--- src/common/hwrc_defs.vh ---
// constants for the halt, wake-up and reset sequencer
// Operation
// - halt stops system oscillator, watchdog oscillator runs
// - halted state keeps memory, registers, ports
// - halt clears watchdog when on own oscillator
// - halt sets powerdown flag, clears timeout flag
// - wake on reset, interrupt, pin edge, overflow
// - power-up or watchdog clear clears powerdown flag
// - timeout sets flag; halted timeout is warm
// - each port A bit enables wake-up
// - pin wake-up resumes at next instruction
// - interrupt wake resumes or responds by enables
// - flag already set at halt cannot wake
// - 1024 clock start-up delay after wake, reset
// - resume immediately; interrupt entry one cycle later
// - configuration-load delay on full resets only
// - timeout and powerdown flags encode reset cause
// - chip reset clears counter, ports input, timer off
// - running watchdog timeout is full chip reset
// - full resets load fixed register values
// - full resets clear interrupt control register
// - overflow running resets chip, halted warm-resets
`ifndef HWRC_DEFS_VH
`define HWRC_DEFS_VH

// apb byte addresses
`define HWRC_A_CFG 8'h00
`define HWRC_A_STAT 8'h04
`define HWRC_A_IRQCTL 8'h08
`define HWRC_A_TIMCTL 8'h0c
`define HWRC_A_CNVCTL 8'h10
`define HWRC_A_AMPCTL 8'h14
`define HWRC_A_PORTDAT 8'h18
`define HWRC_A_PORTDIR 8'h1c
`define HWRC_A_PCLOW 8'h20

// reset values
`define HWRC_RV_PCLOW 8'h00
`define HWRC_RV_PORT 8'hff
`define HWRC_RV_TIMCTL 8'h08
`define HWRC_RV_CNVCTL 8'h40
`define HWRC_RV_AMPCTL 8'h08
`define HWRC_RV_IRQCTL 8'h00
`define HWRC_RV_CFG 9'h100

// interrupt control fields
`define HWRC_IRQ_MASTER 0
`define HWRC_IRQ_EN_LO 1
`define HWRC_IRQ_RQ_LO 4
`define HWRC_IRQ_MASK 8'h7f
// config: bits 7:0 wake enables, bit 8 watchdog on own oscillator
`define HWRC_CFG_WOSC 8

// timing
`define HWRC_STARTUP_CYCLES 11'd1024
`define HWRC_OPT_LOAD_CYCLES 11'd16

`endif

--- src/logic/hwrc_top.v ---
// halt, wake-up and reset sequencer with apb register access
//
// The register offsets and the APB slave port were decided locally.
`timescale 1ns/100ps
`include "hwrc_defs.vh"
module hwrc_top
(
  // apb
  input wire pclk,
  input wire presetn,
  input wire psel,
  input wire penable,
  input wire pwrite,
  input wire [7:0] paddr,
  input wire [31:0] pwdata,
  output wire pready,
  output reg [31:0] prdata,
  output wire pslverr,
  // core events
  input wire halt_instr,
  input wire watchdog_clear_instruction,
  input wire stack_full,
  input wire [2:0] irq_req,
  // wake sources
  input wire external_reset_pin_n,
  input wire [7:0] port_a_in,
  input wire wdt_overflow,
  // sequencing outputs
  output wire sys_osc_en,
  output wire cpu_run,
  output wire chip_reset,
  output reg warm_reset,
  output reg sp_reset,
  output reg wdt_clear,
  output reg resume_next,
  output reg int_ack,
  output reg [2:0] int_ack_src,
  output reg timeout_flag,
  output reg powerdown_flag,
  // managed registers
  output reg [7:0] interrupt_control_reg,
  output reg [7:0] timer_control_reg,
  output reg [7:0] converter_control_reg,
  output reg [7:0] amplifier_control_reg,
  output reg [7:0] port_a_data,
  output reg [7:0] port_a_direction_reg,
  output reg [7:0] program_counter_low
);

  // ------------------------------------------------------------
  // states
  // ------------------------------------------------------------
  localparam [2:0] ST_RUN = 3'd0;
  localparam [2:0] ST_RSTHOLD = 3'd1;
  localparam [2:0] ST_CFGLOAD = 3'd2;
  localparam [2:0] ST_STARTUP = 3'd3;
  localparam [2:0] ST_HALT = 3'd4;
  localparam [2:0] ST_ACKDLY = 3'd5;

  localparam [10:0] STARTUP_LAST = `HWRC_STARTUP_CYCLES - 11'd1;
  localparam [10:0] OPT_LAST = `HWRC_OPT_LOAD_CYCLES - 11'd1;

  reg [2:0] state_r;
  reg [10:0] cnt_r;
  reg [8:0] cfg_r;
  reg [2:0] halt_mask_r;
  reg [7:0] pa_prev_r;
  reg wake_int_r;
  reg [2:0] wake_src_r;

  // ------------------------------------------------------------
  // functions
  // ------------------------------------------------------------
  function apb_hit;
    input [7:0] a;
    begin
      apb_hit = (a == `HWRC_A_CFG) || (a == `HWRC_A_STAT) || (a == `HWRC_A_IRQCTL) ||
                (a == `HWRC_A_TIMCTL) || (a == `HWRC_A_CNVCTL) || (a == `HWRC_A_AMPCTL) ||
                (a == `HWRC_A_PORTDAT) || (a == `HWRC_A_PORTDIR) || (a == `HWRC_A_PCLOW);
    end
  endfunction

  // lowest index wins, matching interrupt priority
  function [2:0] first_bit;
    input [2:0] v;
    begin
      if (v[0])
        first_bit = 3'b001;
      else if (v[1])
        first_bit = 3'b010;
      else if (v[2])
        first_bit = 3'b100;
      else
        first_bit = 3'b000;
    end
  endfunction

  // ------------------------------------------------------------
  // apb decode
  // ------------------------------------------------------------
  wire acc = psel & penable;
  wire hit = apb_hit(paddr);
  wire wr = acc & pwrite & hit;
  assign pready = 1'b1;
  assign pslverr = acc & ~hit;

  // ------------------------------------------------------------
  // event decode
  // ------------------------------------------------------------
  wire in_halt = (state_r == ST_HALT);
  wire running = (state_r == ST_RUN);
  wire ext_rst = ~external_reset_pin_n;
  wire [2:0] irq_flags = interrupt_control_reg[`HWRC_IRQ_RQ_LO +: 3];
  wire [2:0] irq_ens = interrupt_control_reg[`HWRC_IRQ_EN_LO +: 3];
  wire irq_emi = interrupt_control_reg[`HWRC_IRQ_MASTER];
  wire [7:0] pa_fall = pa_prev_r & ~port_a_in & cfg_r[7:0];
  // flags present at halt entry are masked
  wire [2:0] irq_wake = (irq_flags | irq_req) & ~halt_mask_r;
  // external reset wins over a wake-up in progress
  wire full_ext = ext_rst;
  // overflow while running is a full reset
  wire full_wdt = running & wdt_overflow & ~ext_rst;
  wire full_rst = full_ext | full_wdt;
  wire warm_evt = in_halt & wdt_overflow & ~ext_rst;
  wire wake_evt = in_halt & ~ext_rst & ~wdt_overflow & ((|pa_fall) | (|irq_wake));
  wire halt_go = running & halt_instr & ~full_rst;
  wire [2:0] ack_pick = first_bit(wake_src_r & irq_ens);

  assign sys_osc_en = ~in_halt;
  assign cpu_run = running;
  assign chip_reset = (state_r == ST_RSTHOLD) | (state_r == ST_CFGLOAD);

  // ------------------------------------------------------------
  // sequencer
  // ------------------------------------------------------------
  always @(posedge pclk or negedge presetn)
  begin
    if (!presetn)
    begin
      state_r <= ST_CFGLOAD;
      cnt_r <= 11'd0;
      halt_mask_r <= 3'b000;
      wake_int_r <= 1'b0;
      wake_src_r <= 3'b000;
      pa_prev_r <= 8'hff;
      warm_reset <= 1'b0;
      sp_reset <= 1'b1;
      wdt_clear <= 1'b1;
      resume_next <= 1'b0;
      int_ack <= 1'b0;
      int_ack_src <= 3'b000;
    end
    else
    begin
      pa_prev_r <= port_a_in;
      warm_reset <= 1'b0;
      sp_reset <= 1'b0;
      wdt_clear <= 1'b0;
      resume_next <= 1'b0;
      int_ack <= 1'b0;
      cnt_r <= cnt_r + 11'd1;
      if (full_rst)
      begin
        // chip reset clears watchdog and stack
        wdt_clear <= 1'b1;
        sp_reset <= 1'b1;
        cnt_r <= 11'd0;
        state_r <= ext_rst ? ST_RSTHOLD : ST_CFGLOAD;
      end
      else
      begin
        case (state_r)
          ST_RSTHOLD:
          begin
            cnt_r <= 11'd0;
            state_r <= ST_CFGLOAD;
          end
          ST_CFGLOAD:
          begin
            // option load only on full resets
            if (cnt_r == OPT_LAST)
            begin
              cnt_r <= 11'd0;
              wake_int_r <= 1'b0;
              state_r <= ST_STARTUP;
            end
          end
          ST_STARTUP:
          begin
            if (cnt_r == STARTUP_LAST)
            begin
              cnt_r <= 11'd0;
              if (wake_int_r && irq_emi && (|ack_pick) && !stack_full)
                state_r <= ST_ACKDLY;
              else
              begin
                resume_next <= 1'b1;
                state_r <= ST_RUN;
              end
            end
          end
          ST_ACKDLY:
          begin
            int_ack <= 1'b1;
            int_ack_src <= ack_pick;
            state_r <= ST_RUN;
          end
          ST_RUN:
          begin
            if (halt_go)
            begin
              wdt_clear <= cfg_r[`HWRC_CFG_WOSC];
              halt_mask_r <= irq_flags;
              state_r <= ST_HALT;
            end
          end
          ST_HALT:
          begin
            cnt_r <= 11'd0;
            if (warm_evt)
            begin
              // warm wake-up resets counter and stack only
              warm_reset <= 1'b1;
              sp_reset <= 1'b1;
              wake_int_r <= 1'b0;
              state_r <= ST_STARTUP;
            end
            else if (wake_evt)
            begin
              wake_int_r <= (|irq_wake) & ~(|pa_fall);
              wake_src_r <= irq_wake;
              state_r <= ST_STARTUP;
            end
          end
          default:
          begin
            state_r <= ST_CFGLOAD;
          end
        endcase
      end
    end
  end

  // ------------------------------------------------------------
  // status flags
  // ------------------------------------------------------------
  always @(posedge pclk or negedge presetn)
  begin
    if (!presetn)
    begin
      timeout_flag <= 1'b0;
      powerdown_flag <= 1'b0;
    end
    else
    begin
      if (halt_go)
      begin
        powerdown_flag <= 1'b1;
        timeout_flag <= 1'b0;
      end
      else if (in_halt && ext_rst)
      begin
        timeout_flag <= 1'b0;
        powerdown_flag <= 1'b1;
      end
      else if (warm_evt)
      begin
        timeout_flag <= 1'b1;
        powerdown_flag <= 1'b1;
      end
      else if (full_wdt)
      begin
        timeout_flag <= 1'b1;
      end
      else if (running && watchdog_clear_instruction)
      begin
        powerdown_flag <= 1'b0;
      end
    end
  end

  // ------------------------------------------------------------
  // managed registers and configuration
  // ------------------------------------------------------------
  // writes other than config land only while running so halted state is held
  wire rw = wr & running;

  always @(posedge pclk or negedge presetn)
  begin
    if (!presetn)
    begin
      cfg_r <= `HWRC_RV_CFG;
      interrupt_control_reg <= `HWRC_RV_IRQCTL;
      timer_control_reg <= `HWRC_RV_TIMCTL;
      converter_control_reg <= `HWRC_RV_CNVCTL;
      amplifier_control_reg <= `HWRC_RV_AMPCTL;
      port_a_data <= `HWRC_RV_PORT;
      port_a_direction_reg <= `HWRC_RV_PORT;
      program_counter_low <= `HWRC_RV_PCLOW;
    end
    else if (full_rst)
    begin
      timer_control_reg <= `HWRC_RV_TIMCTL;
      converter_control_reg <= `HWRC_RV_CNVCTL;
      amplifier_control_reg <= `HWRC_RV_AMPCTL;
      port_a_data <= `HWRC_RV_PORT;
      port_a_direction_reg <= `HWRC_RV_PORT;
      program_counter_low <= `HWRC_RV_PCLOW;
      interrupt_control_reg <= `HWRC_RV_IRQCTL;
    end
    else if (warm_evt)
    begin
      program_counter_low <= `HWRC_RV_PCLOW;
    end
    else
    begin
      if (wr && paddr == `HWRC_A_CFG)
        cfg_r <= pwdata[8:0];
      if (rw && paddr == `HWRC_A_IRQCTL)
        interrupt_control_reg <= (pwdata[7:0] & `HWRC_IRQ_MASK) |
                                 {1'b0, irq_req, 4'h0};
      // acknowledge drops master enable and taken flag
      else if (state_r == ST_ACKDLY)
        interrupt_control_reg <= (interrupt_control_reg & ~{1'b0, ack_pick, 3'b000, 1'b1}) |
                                 {1'b0, irq_req, 4'h0};
      else
        interrupt_control_reg <= interrupt_control_reg | {1'b0, irq_req, 4'h0};
      if (rw && paddr == `HWRC_A_TIMCTL)
        timer_control_reg <= pwdata[7:0];
      if (rw && paddr == `HWRC_A_CNVCTL)
        converter_control_reg <= pwdata[7:0];
      if (rw && paddr == `HWRC_A_AMPCTL)
        amplifier_control_reg <= pwdata[7:0];
      if (rw && paddr == `HWRC_A_PORTDAT)
        port_a_data <= pwdata[7:0];
      if (rw && paddr == `HWRC_A_PORTDIR)
        port_a_direction_reg <= pwdata[7:0];
      if (rw && paddr == `HWRC_A_PCLOW)
        program_counter_low <= pwdata[7:0];
    end
  end

  // ------------------------------------------------------------
  // read data
  // ------------------------------------------------------------
  reg [31:0] rd_nxt;

  always @*
  begin
    rd_nxt = 32'h0000_0000;
    case (paddr)
      `HWRC_A_CFG: rd_nxt = {23'h000000, cfg_r};
      `HWRC_A_STAT: rd_nxt = {24'h000000, 1'b0, state_r, 2'b00, timeout_flag, powerdown_flag};
      `HWRC_A_IRQCTL: rd_nxt = {24'h000000, interrupt_control_reg};
      `HWRC_A_TIMCTL: rd_nxt = {24'h000000, timer_control_reg};
      `HWRC_A_CNVCTL: rd_nxt = {24'h000000, converter_control_reg};
      `HWRC_A_AMPCTL: rd_nxt = {24'h000000, amplifier_control_reg};
      `HWRC_A_PORTDAT: rd_nxt = {24'h000000, port_a_data};
      `HWRC_A_PORTDIR: rd_nxt = {24'h000000, port_a_direction_reg};
      `HWRC_A_PCLOW: rd_nxt = {24'h000000, program_counter_low};
      default: rd_nxt = 32'h0000_0000;
    endcase
  end

  always @(posedge pclk or negedge presetn)
  begin
    if (!presetn)
      prdata <= 32'h0000_0000;
    else if (psel && !penable && !pwrite)
      prdata <= rd_nxt;
  end

endmodule

--- config.mk ---
export PLATFORM = sky130hd
export DESIGN_NAME = hwrc_top
export DESIGN_NICKNAME = d
export VERILOG_FILES = /design/src/logic/hwrc_top.v
export VERILOG_INCLUDE_DIRS = /design/src /design/src/common
export SDC_FILE = /design/constraint.sdc
export NUM_CORES = 1
export LEC_CHECK = 0
export BUFFER_PORTS_ARGS = -buffer_cell sky130_fd_sc_hd__clkbuf_2
export CORE_ASPECT_RATIO = 0.9
export CORE_MARGIN = 2
export CORE_UTILIZATION = 45
export DETAILED_ROUTE_END_ITERATION = 12
export HOLD_SLACK_MARGIN = 0.1
export PLACE_DENSITY = 0.68
export SLEW_MARGIN = 20
export SYNTH_ARGS = -nofsm -noshare
export SYNTH_HDL_FRONTEND = slang
export SYNTH_SLANG_ARGS = --single-unit
export TNS_END_PERCENT = 5
--- constraint.sdc ---
create_clock -name pclk -period 3.9 [get_ports pclk]
set_input_delay 0.585 -clock pclk [delete_from_list [all_inputs] [get_ports pclk]]
set_output_delay 0.585 -clock pclk [all_outputs]
set_load 0.005 [all_outputs]
==> results.md, run 1 <==
- Status: completed
- CP required: 4.11 ns
- Largest net degree at the start of global routing: 61
- Synth Register Bits: 112
- Synth Area in Compound Gates: 0.128
- Worst Tran Pin Value: 0.904 ns
- Synth top area share: 0.347
- Area delta synth->final: 15.0%
- Antenna-violating nets left: 0
- Sequential area share after synthesis: 0.487
- Clk buf depth: 2
- Final min period: 2.96 ns
- PostCTS Resize Cnt: 0
- DP Wirelength: 13,000 µm
- Fmax achieved: 338 MHz
- Period utilization: 0.759
- Worst setup EP type: flip-flop
- Xor-xnor portion of the synthesized cell area: 0.0120
- Total CTS buffers: 9
- Initial Util: 0.460
- Kind of critical path: reg -> reg
- Worst path arrival time: 3.17 ns
- Die W: 124 µm
- Residual DRC: 0
- R2R cell count: 6
- Number of diodes: 0
- Worst Slack Setup Final: 0.942 ns
- Clk slew on worst S/H paths: 0.07 ns
- Drt via density: 5.86
- Proportion of layout cells with a drive suffix above 1: 0.278
- Number of I/O pins: 164
- Root buffer cell: clkbuf_16
- Design area: 6710 µm²
- CTS tree: yes
- Unrepaired setup endpoints after global routing: no
- Yosys warns: 0
- Largest family of logic cells by synthesized area: simple AND/OR/NAND/NOR gates
- P_leak: 3.11 nW
- TritonRoute pass-1 iters: 5
- Total number of vias: 5,109
- DP Worst Slack: 1.02 ns
- PD cells: 432 nW/µm²
- Post-synthesis cell type count: 71
- Setup TNS after final layout: 0 ns
- DRT Wirelength: 17,800 µm
- Number of flip-flops under the largest register name: 11
- Placed Area: 6440 µm²
- Die Span Y: 112 µm
- Skew-Pair Late Insertion Delay: 0.36 ns
- Drt wl/cell: 20.5 µm
- Simple-gate area share of the yosys netlist: 0.221
- H-tree depth: 3
- Clock Skew: 0.00953 ns
- Post-Synth Adder-Cell Area: 0.00214
- Vias in the first global route: 4,878
- Final-stage net count: 765
- GRT overflow: 0
- Syn avg cell area: 9.70 µm²
- Hold WC Path Type: in -> async
- Post-CTS Setup Inserts: 0
- PortBufs: 115
- Top reg by flops: cnt_r
- Post-synthesis mux area share: 0.0771
- Final setup violation count: 0
- Total GRT Usage: 0.264
- DRT iter0 DRCs: 594
- Cell Area, Synth: 5840 µm²
- # hold bufs at CTS: 0
- Crit start category: flip-flop
- Peak VDD IR: 255 µV
- Post-Syn Instances: 602
- RD Place Congestion: 0.936
- Post-synth EDFFs: 0
- Global-route wire length before repair: 27,500 µm
- Regs by FF count: cnt_r (11), cfg_r (9), prdata (9)
- Primary FF master, synth: dfrtp_1
- Max-Cap Viols: 0
- Clock net sink count: 112
- Slew Viols, Final: 0
- Crit path max fanout: 17
- Top cells by area, synth: dfrtp_1, dfstp_2, nand2_1
- Max transition margin: 0.391
- Core Footprint: 12,700 µm²
- Hold Vio Cnt, Final: 0
- Initial antenna violation count: 1
- DIE AREA: 13,900 µm²
- Synth area leader: dfrtp_1
- Share of flip-flops with an asynchronous set or reset: 1.00
- Core Rows: 39
- Worst hold margin: 0.267 ns
## power by group
group	switching (W)	internal [W]	total [W]	leakage (nW)
registers	0.000131	0.00128	0.00141	1.42
clock network	0.000447	0.000438	0.000885	0.131
logic	0.000380	0.000231	0.000611	1.56
## kinds of logic (layout without fill, tap and decap cells)
family	Yosys count	in the layout
flip-flops	112	112
AO/OA/AOI/OAI	117	117
buffers and inverters	72	155
other	2	25
multiplexers	40	40
XOR/XNOR	8	8
adder cells (fa/ha/maj)	1	1
AND/OR/NAND/NOR	250	250
## path summary, 6_finish.rpt
| kind | start | end | slack [ns] |
|---|---|---|---|
| setup / recovery | state_r[2] | converter_control_reg[2] | 0.94 |
| min in group pclk | port_a_in[2] | pa_prev_r[2] | 0.32 |
| hold / removal | presetn | prdata[4] | 0.27 |
| hold reg to reg | cnt_r[0] | cnt_r[0] | 0.49 |
| setup reg to reg | state_r[2] | converter_control_reg[2] | 0.94 |
| max in group asynchronous | presetn | amplifier_control_reg[3] | 2.82 |
## worst max-delay path, stage by stage, from the launching register on
cell and delay (ns):
dfrtp_1 0.62, nor3_4 0.45, nand4_1 0.25, a211oi_4 0.43, nand3_1 0.63, mux2i_1 0.36, nor2_1 0.06
## cells in the mapped netlist, types with 4 or more instances
cell type / n
nor2_1: 64
a21oi_1: 47
buf_2: 7
nand3b_1: 6
clkbuf_1: 16
mux2i_1: 18
buf_4: 29
and2_1: 10
and3_1: 4
a221oi_1: 7
nor3_1: 26
dfstp_2: 31
a22oi_1: 6
dfrtp_1: 81
nand3_1: 38
nand2_1: 65
inv_1: 12
o21ai_1: 6
mux2_1: 12
o21ai_0: 14
xnor2_1: 5
nand4_1: 6
mux2_2: 8
a31oi_1: 10
## layout make-up
class	count	area (µm²)
Clock inverter	6	42.5
Fill cell	1193	5970
Inverter	15	56.3
Multi-Input combinational cell	441	2670
Sequential cell	112	2840
Timing Repair Buffer	124	671
Clock buffer	10	229
Tap cell	164	205
## layer usage
metal	global-route usage	up-vias	wire length (µm)
met5	0	-	8
met4	0.0704	2	286
met3	0.0625	27	1700
met2	0.375	281	7860
met1	0.405	2507	7980
li1	-	2292	-
## layout by cell type, fill, tap and decap left out, types with 3 or more instances in the layout
master	Yosys	final
a221oi_1	7	7
clkbuf_16	0	9
a31oi_1	10	10
and3_1	4	4
inv_1	12	12
nor2_1	64	64
a22oi_1	6	6
nand3b_1	6	6
nor2b_1	3	3
inv_6	0	3
buf_4	29	8
nand3_1	38	38
mux2_1	12	12
mux2i_1	18	18
xnor2_1	5	5
xor2_1	3	3
nand2_1	65	65
o211ai_1	3	3
a311oi_1	3	3
o21ai_1	6	6
inv_2	3	3
nand4_1	6	6
and2_1	10	10
nor3_1	26	26
dfstp_2	31	31
clkbuf_2	0	114
a211oi_1	3	3
mux2_2	8	8
conb_1	2	25
a21oi_1	47	47
dfrtp_1	81	81
o21ai_0	14	14
## per-stage QoR
stage,cells,utilization,total power (W)
2_1_floorplan,625,-,0.00178
3_3_place_gp,856,0.508,0.00200
3_5_place_dp,856,0.508,0.00203
4_1_cts,872,0.529,0.00291
5_1_grt,872,0.529,0.00305
6_report,872,0.529,0.00290
Note: power is estimated with default switching activity, not from simulation.
==> run 2, diff against run 1 <==
ABC_AREA = 1   (was not set)
clock period = 3.1 ns   (was 3.9 ns; I/O delays follow)
==> run 2 against run 1 <==
Net effect:
- clock-buffer cell count is 1 higher
- non-clock buffer count is 2 lower
- wire length is 5.6% lower
- critical path type unchanged
- maximum frequency is 26% higher
- hold slack worse by 0.18 ns
==> results.md, run 2 <==
- Synth area leader: dfrtp_1
- Syn avg cell area: 8.01 µm²
- Global-route wire length before repair: 26,600 µm
- Setup TNS after final layout: 0 ns
- Final-stage net count: 908
- CTS tree: yes
- Die W: 124 µm
- Max-Cap Viols: 0
- RD Place Congestion: 0.898
- Peak VDD IR: 349 µV
- Initial Util: 0.462
- # hold bufs at CTS: 0
- PostCTS Resize Cnt: 0
- Clock Skew: 0.00815 ns
- Total CTS buffers: 9
- DRT Wirelength: 16,800 µm
- DR top layer: met4
- PD cells: 592 nW/µm²
- Status: completed
- Top cells by area, synth: dfrtp_1, nand2_1, dfstp_2
- Drt via density: 5.23
- Core Footprint: 12,700 µm²
- Worst Tran Pin Value: 0.832 ns
- Total number of vias: 5,309
- Root buffer cell: clkbuf_16
- Clock power share: 0.307
- Drt wl/cell: 16.6 µm
- Met2 wire len: 7170 µm
- Initial antenna violation count: 0
- Top reg by flops: cnt_r
- Clk slew on worst S/H paths: 0.08 ns
- DP Wirelength: 12,700 µm
- Hold Vio Cnt, Final: 0
- Synth cell count leaders: nand2_1, dfrtp_1, inv_1, nand3_1, nor2_1
- Worst path arrival time: 2.63 ns
- Total GRT Usage: 0.246
- Synth Register Bits: 112
- PortBufs: 115
- Sequential power share: 0.464
- Psw: 0.00136 W
- Commonest non-fill, non-tap cell in the layout: nand2_1
- Pint: 0.00268 W
- Hold WC Path Type: in -> async
- Worst setup EP type: flip-flop
- H-tree depth: 3
- Slew Viols, Final: 0
- Fmax achieved: 426 MHz
- Post-synthesis cell type count: 43
- Clk buf depth: 2
- Comb power frac: 0.230
- Core Rows: 39
- Number of I/O pins: 164
- Wl on met1: 7780 µm
- Proportion of layout cells with a drive suffix above 1: 0.249
- GRT overflow: 0
- TritonRoute pass-1 iters: 7
- Most common cell in the netlist: nand2_1
- Sequential area share after synthesis: 0.484
- Synth top area share: 0.346
- Max transition margin: 0.443
- Residual DRC: 0
- Primary FF master, synth: dfrtp_1
- Cell Area, Synth: 5870 µm²
- Net Sw Frac: 0.336
- Regs by FF count: cnt_r (11), cfg_r (9), prdata (9)
- Unrepaired setup endpoints after global routing: no
- Kind of critical path: reg -> reg
- Post-Syn Instances: 732
- Metal3 WL: 1500 µm
- Finished Layout Cells: 1,015
- Clock net sink count: 112
- Area delta synth->final: 16.3%
- Die Span Y: 112 µm
- Final min period: 2.35 ns
- Most frequent cells in the layout: nand2_1, clkbuf_2, dfrtp_1
- Number of flip-flops under the largest register name: 11
- Period utilization: 0.757
- CP required: 3.38 ns
- Post-CTS Setup Inserts: 0
- P_leak: 3.58 nW
- Yosys warns: 0
- Share of flip-flops with an asynchronous set or reset: 1.00
- Skew-Pair Late Insertion Delay: 0.36 ns
- DRT iter0 DRCs: 471
- Antenna-violating nets left: 0
- Crit start category: flip-flop
- DIE AREA: 14,000 µm²
- Vias in the first global route: 4,831
- Final setup violation count: 0
- Largest net degree at the start of global routing: 57
- Post-synth EDFFs: 0
- DP Cell Count: 999
- Crit path max fanout: 15
- Number of diodes: 0
run 2: cell types whose count changed in the layout (fill, tap and decap cells not counted), sizes merged, moves of 9 or more:
cell | previous run | this run
mux2 | 20 | 0
nand3 | 39 | 78
a31oi | 10 | 1
nor3 | 29 | 9
and2 | 10 | 0
inv | 18 | 76
nand2 | 65 | 238
a21oi | 47 | 11
o21ai | 20 | 65
nor2 | 66 | 53
mux2i | 18 | 0
run 2: area by class of cell:
| type | instances | area (µm²) |
|---|---|---|
| clock buffers | 11 | 253 |
| clock inverters | 5 | 63.8 |
| fillers | 1256 | 5860 |
| inverters | 78 | 293 |
| multi-input cells | 523 | 2520 |
| flip-flops and latches | 112 | 2840 |
| well taps | 164 | 205 |
| repair buffers | 122 | 643 |
run 2: path summary, 6_finish.rpt:
kind,to,slack [ns],startpoint,cells past startpoint
max,interrupt_control_reg[1],0.75,state_r[1],11
min,halt_mask_r[0],0.09,presetn,1
max reg2reg,interrupt_control_reg[1],0.75,state_r[1],11
min reg2reg,cnt_r[0],0.47,cnt_r[0],1
max in group asynchronous,wdt_clear,2.21,presetn,2
min in group pclk,pa_prev_r[3],0.19,port_a_in[3],1
run 2: worst max-delay path, stage by stage, from the launching register on:
cell and delay [ns]:
dfstp_2 0.59, nor2_1 0.08, nand2_1 0.10, inv_2 0.04, nand2_1 0.05, nand2_1 0.06
buf_4 0.18, inv_2 0.15, nand2_2 0.19, inv_2 0.30, nand2_1 0.30, o21ai_0 0.22
run 2: logic make-up after synthesis:
group	synth area share
compound gates	0.0973
xor+xnor	0.00597
fa+ha+maj	0.00213
buf+inv	0.100
flops	0.484
other cells	0.00128
simple gates	0.309
run 2: routing by layer:
metal,up-vias,global-route usage
li1,2554,-
met1,2476,0.359
met2,242,0.357
met3,37,0.0724
met4,0,0.0704
met5,-,0
run 2: power by group through the flow:
stage / clock, W / sequential (W) / combinational (W)
finish: 0.00124 / 0.00187 / 0.000927
global route: 0.00131 / 0.00189 / 0.00104
CTS: 0.00126 / 0.00187 / 0.000924
detailed placement: 0 / 0.00189 / 0.000918
global placement: 0 / 0.00190 / 0.000902
floorplan: 0 / 0.00185 / 0.000563
run 2: through the flow:
step	utilization	worst slack, ns	instance area [µm²]	hold WS [ns]	power, W
finish	0.538	0.753	6820	0.0902	0.00404
global placement	0.513	0.616	6510	0.458	0.00280
detailed placement	0.513	0.606	6510	0.465	0.00281
global route	0.538	0.624	6820	0.125	0.00424
CTS	0.538	0.806	6820	0.106	0.00405
floorplan	-	1.10	5950	0.169	0.00241
==> run 3, diff against run 2 <==
clock period = 2.2 ns   (was 3.1 ns; I/O delays follow)
==> run 3 against run 2 <==
Net effect:
- total power up 42%
- final cell count grew 1.9%
- utilization up 1.4 points
- via count is 0.40% lower
- clock skew increased by 0.0022 ns
- register-to-register slack got worse by 0.60 ns
- worst setup slack got worse by 0.60 ns
- maximum frequency increased by 15%
- sequential share of layout area fell by 1.0 points
- non-clock buffer count rose by 19
- wire length is 0.59% lower
- critical endpoint is now amplifier_control_reg[4]
- largest cell class unchanged
- largest power group unchanged
- highest routed layer unchanged
==> results.md, run 3 (synthesis gave the netlist of run 2 again) <==
- Number of I/O pins: 164
- Largest net degree at the start of global routing: 63
- Sequential power share: 0.458
- RD Place Congestion: 0.899
- Crit start category: flip-flop
- Worst path arrival time: 2.29 ns
- Reg-to-reg slack, setup: 0.16 ns
- Clock Skew: 0.0103 ns
- Period utilization: 0.929
- CTS tree: yes
- GRT overflow: 0
- Status: completed
- Total CTS buffers: 9
- Crit path max fanout: 6
- Worst hold margin: 0.205 ns
- Number of flip-flops under the largest register name: 11
- Commonest non-fill, non-tap cell in the layout: nand2_1
- DRT Wirelength: 16,700 µm
- Antenna-violating nets left: 0
- Hold Vio Cnt, Final: 0
- Setup TNS after final layout: 0 ns
- Total GRT Usage: 0.249
- Number of diodes: 0
- PortBufs: 115
- Worst Hold Path EP: cfg_r[8]
- DRT iter0 DRCs: 479
- Skew-Pair Late Insertion Delay: 0.36 ns
- Clock power share: 0.301
- Global-route wire length before repair: 27,200 µm
- R2R cell count: 12
- Worst R2R Start: state_r[1]
- Net Sw Frac: 0.331
- Pint: 0.00383 W
- Register area: 2840 µm²
- Vias in the first global route: 5,037
- Top reg by flops: cnt_r
- Final Core Density: 0.551
- Final-stage net count: 927
- Area of the multi-input gates: 2530 µm²
- Fillers: 1,237
- Setup crit start: state_r[1]
- Max-Cap Viols: 0
- Pwr Total: 0.00573 W
- Worst Tran Pin Value: 0.492 ns
- Total number of vias: 5,288
- Initial antenna violation count: 0
- Fmax achieved: 489 MHz
- Hold Path Cell Cnt: 3
- Proportion of layout cells with a drive suffix above 1: 0.255
- Max transition margin: 0.669
- Psw: 0.00190 W
- DIE AREA: 14,000 µm²
- Reg-to-Reg End: amplifier_control_reg[4]
- Area delta synth->final: 19.2%
- Peak VDD IR: 387 µV
- PD cells: 819 nW/µm²
- Hold WC Path Type: in -> reg
- Worst min-delay path startpoint: pwdata[8]
- Design area: 6990 µm²
- Final setup violation count: 0
- Die Span Y: 112 µm
- Clk slew on worst S/H paths: 0.08 ns
- Drt wl/cell: 16.2 µm
- Slew Viols, Final: 0
- Most frequent cells in the layout: nand2_1, clkbuf_2, dfrtp_1
- Placed Area: 6590 µm²
- Kind of critical path: reg -> reg
- Core Footprint: 12,700 µm²
- Residual DRC: 0
- P_leak: 3.67 nW
- H-tree depth: 3
- Unrepaired setup endpoints after global routing: no
- Regs by FF count: cnt_r (11), cfg_r (9), prdata (9)
- Root buffer cell: clkbuf_16
- Worst setup EP type: flip-flop
- CP required: 2.45 ns
- Die W: 124 µm
- Clk buf depth: 2
- Drt via density: 5.11
- DP Wirelength: 12,600 µm
- Clock net sink count: 112
- Initial Util: 0.462
- Final min period: 2.04 ns
- Core Rows: 39
- Comb power frac: 0.241
- TritonRoute pass-1 iters: 5
==> run 3: cell count changes in the layout (fill, tap and decap cells not counted), sizes merged <==
cell	delta
buf	+10
dlygate4sd3	+9
==> run 3: worst max-delay path by stage <==
stage	slack [ns]	endpoint
floorplan	0.33	program_counter_low[7]
global placement	0.19	cnt_r[4]
detailed placement	0.19	amplifier_control_reg[4]
CTS	0.18	amplifier_control_reg[4]
global route	0.03	program_counter_low[4]
finish	0.16	amplifier_control_reg[4]
==> run 3: timing repair <==
item,CTS,global route
hold buffers,9,0
setup endpoints to repair,0,10
resized for setup,0,1
endpoints found under the hold margin,29,0
buffers inserted,0,0
==> run 3: critical path, stage by stage, from the launching register on <==
cell     delay [ns]
dfstp_2        0.54
nor2_1         0.06
nand2_1        0.09
inv_2          0.04
nand2_1        0.05
nand2_1        0.08
nor2_1         0.19
nand2_1        0.15
nand2_2        0.13
buf_4          0.17
nor2_1         0.06
inv_1          0.25
o21ai_1        0.11
==> run 3: routing by layer <==
metal / vias to the layer above / routed length, µm / track usage
li1: 2580 / - / -
met2: 217 / 7420 / 0.376
met4: 0 / 216 / 0.0614
met5: - / 0 / 0
met3: 17 / 1440 / 0.0596
met1: 2474 / 7660 / 0.365
==> run 3: final cells by class <==
cell class	instances	share of cell area
Clock buffer	11	0.0363
Sequential cell	112	0.406
Clock inverter	5	0.00769
Timing Repair Buffer	141	0.117
Tap cell	164	0.0293
Inverter	78	0.0419
Multi-Input combinational cell	523	0.361
==> run 3: power by group through the flow <==
stage,sequential (W),combinational [W],clock [W]
5_1_grt,0.00265,0.00156,0.00183
3_5_place_dp,0.00265,0.00135,0
6_report,0.00262,0.00138,0.00172
2_1_floorplan,0.00260,0.000793,0
3_3_place_gp,0.00265,0.00134,0
4_1_cts,0.00262,0.00137,0.00175
==> run 3: through the flow <==
stage,setup WS [ns],std cells
after floorplan,0.332,755
after global placement,0.188,1009
after detailed placement,0.193,1009
after CTS,0.179,1034
after global routing,0.0250,1034
final,0.156,1034
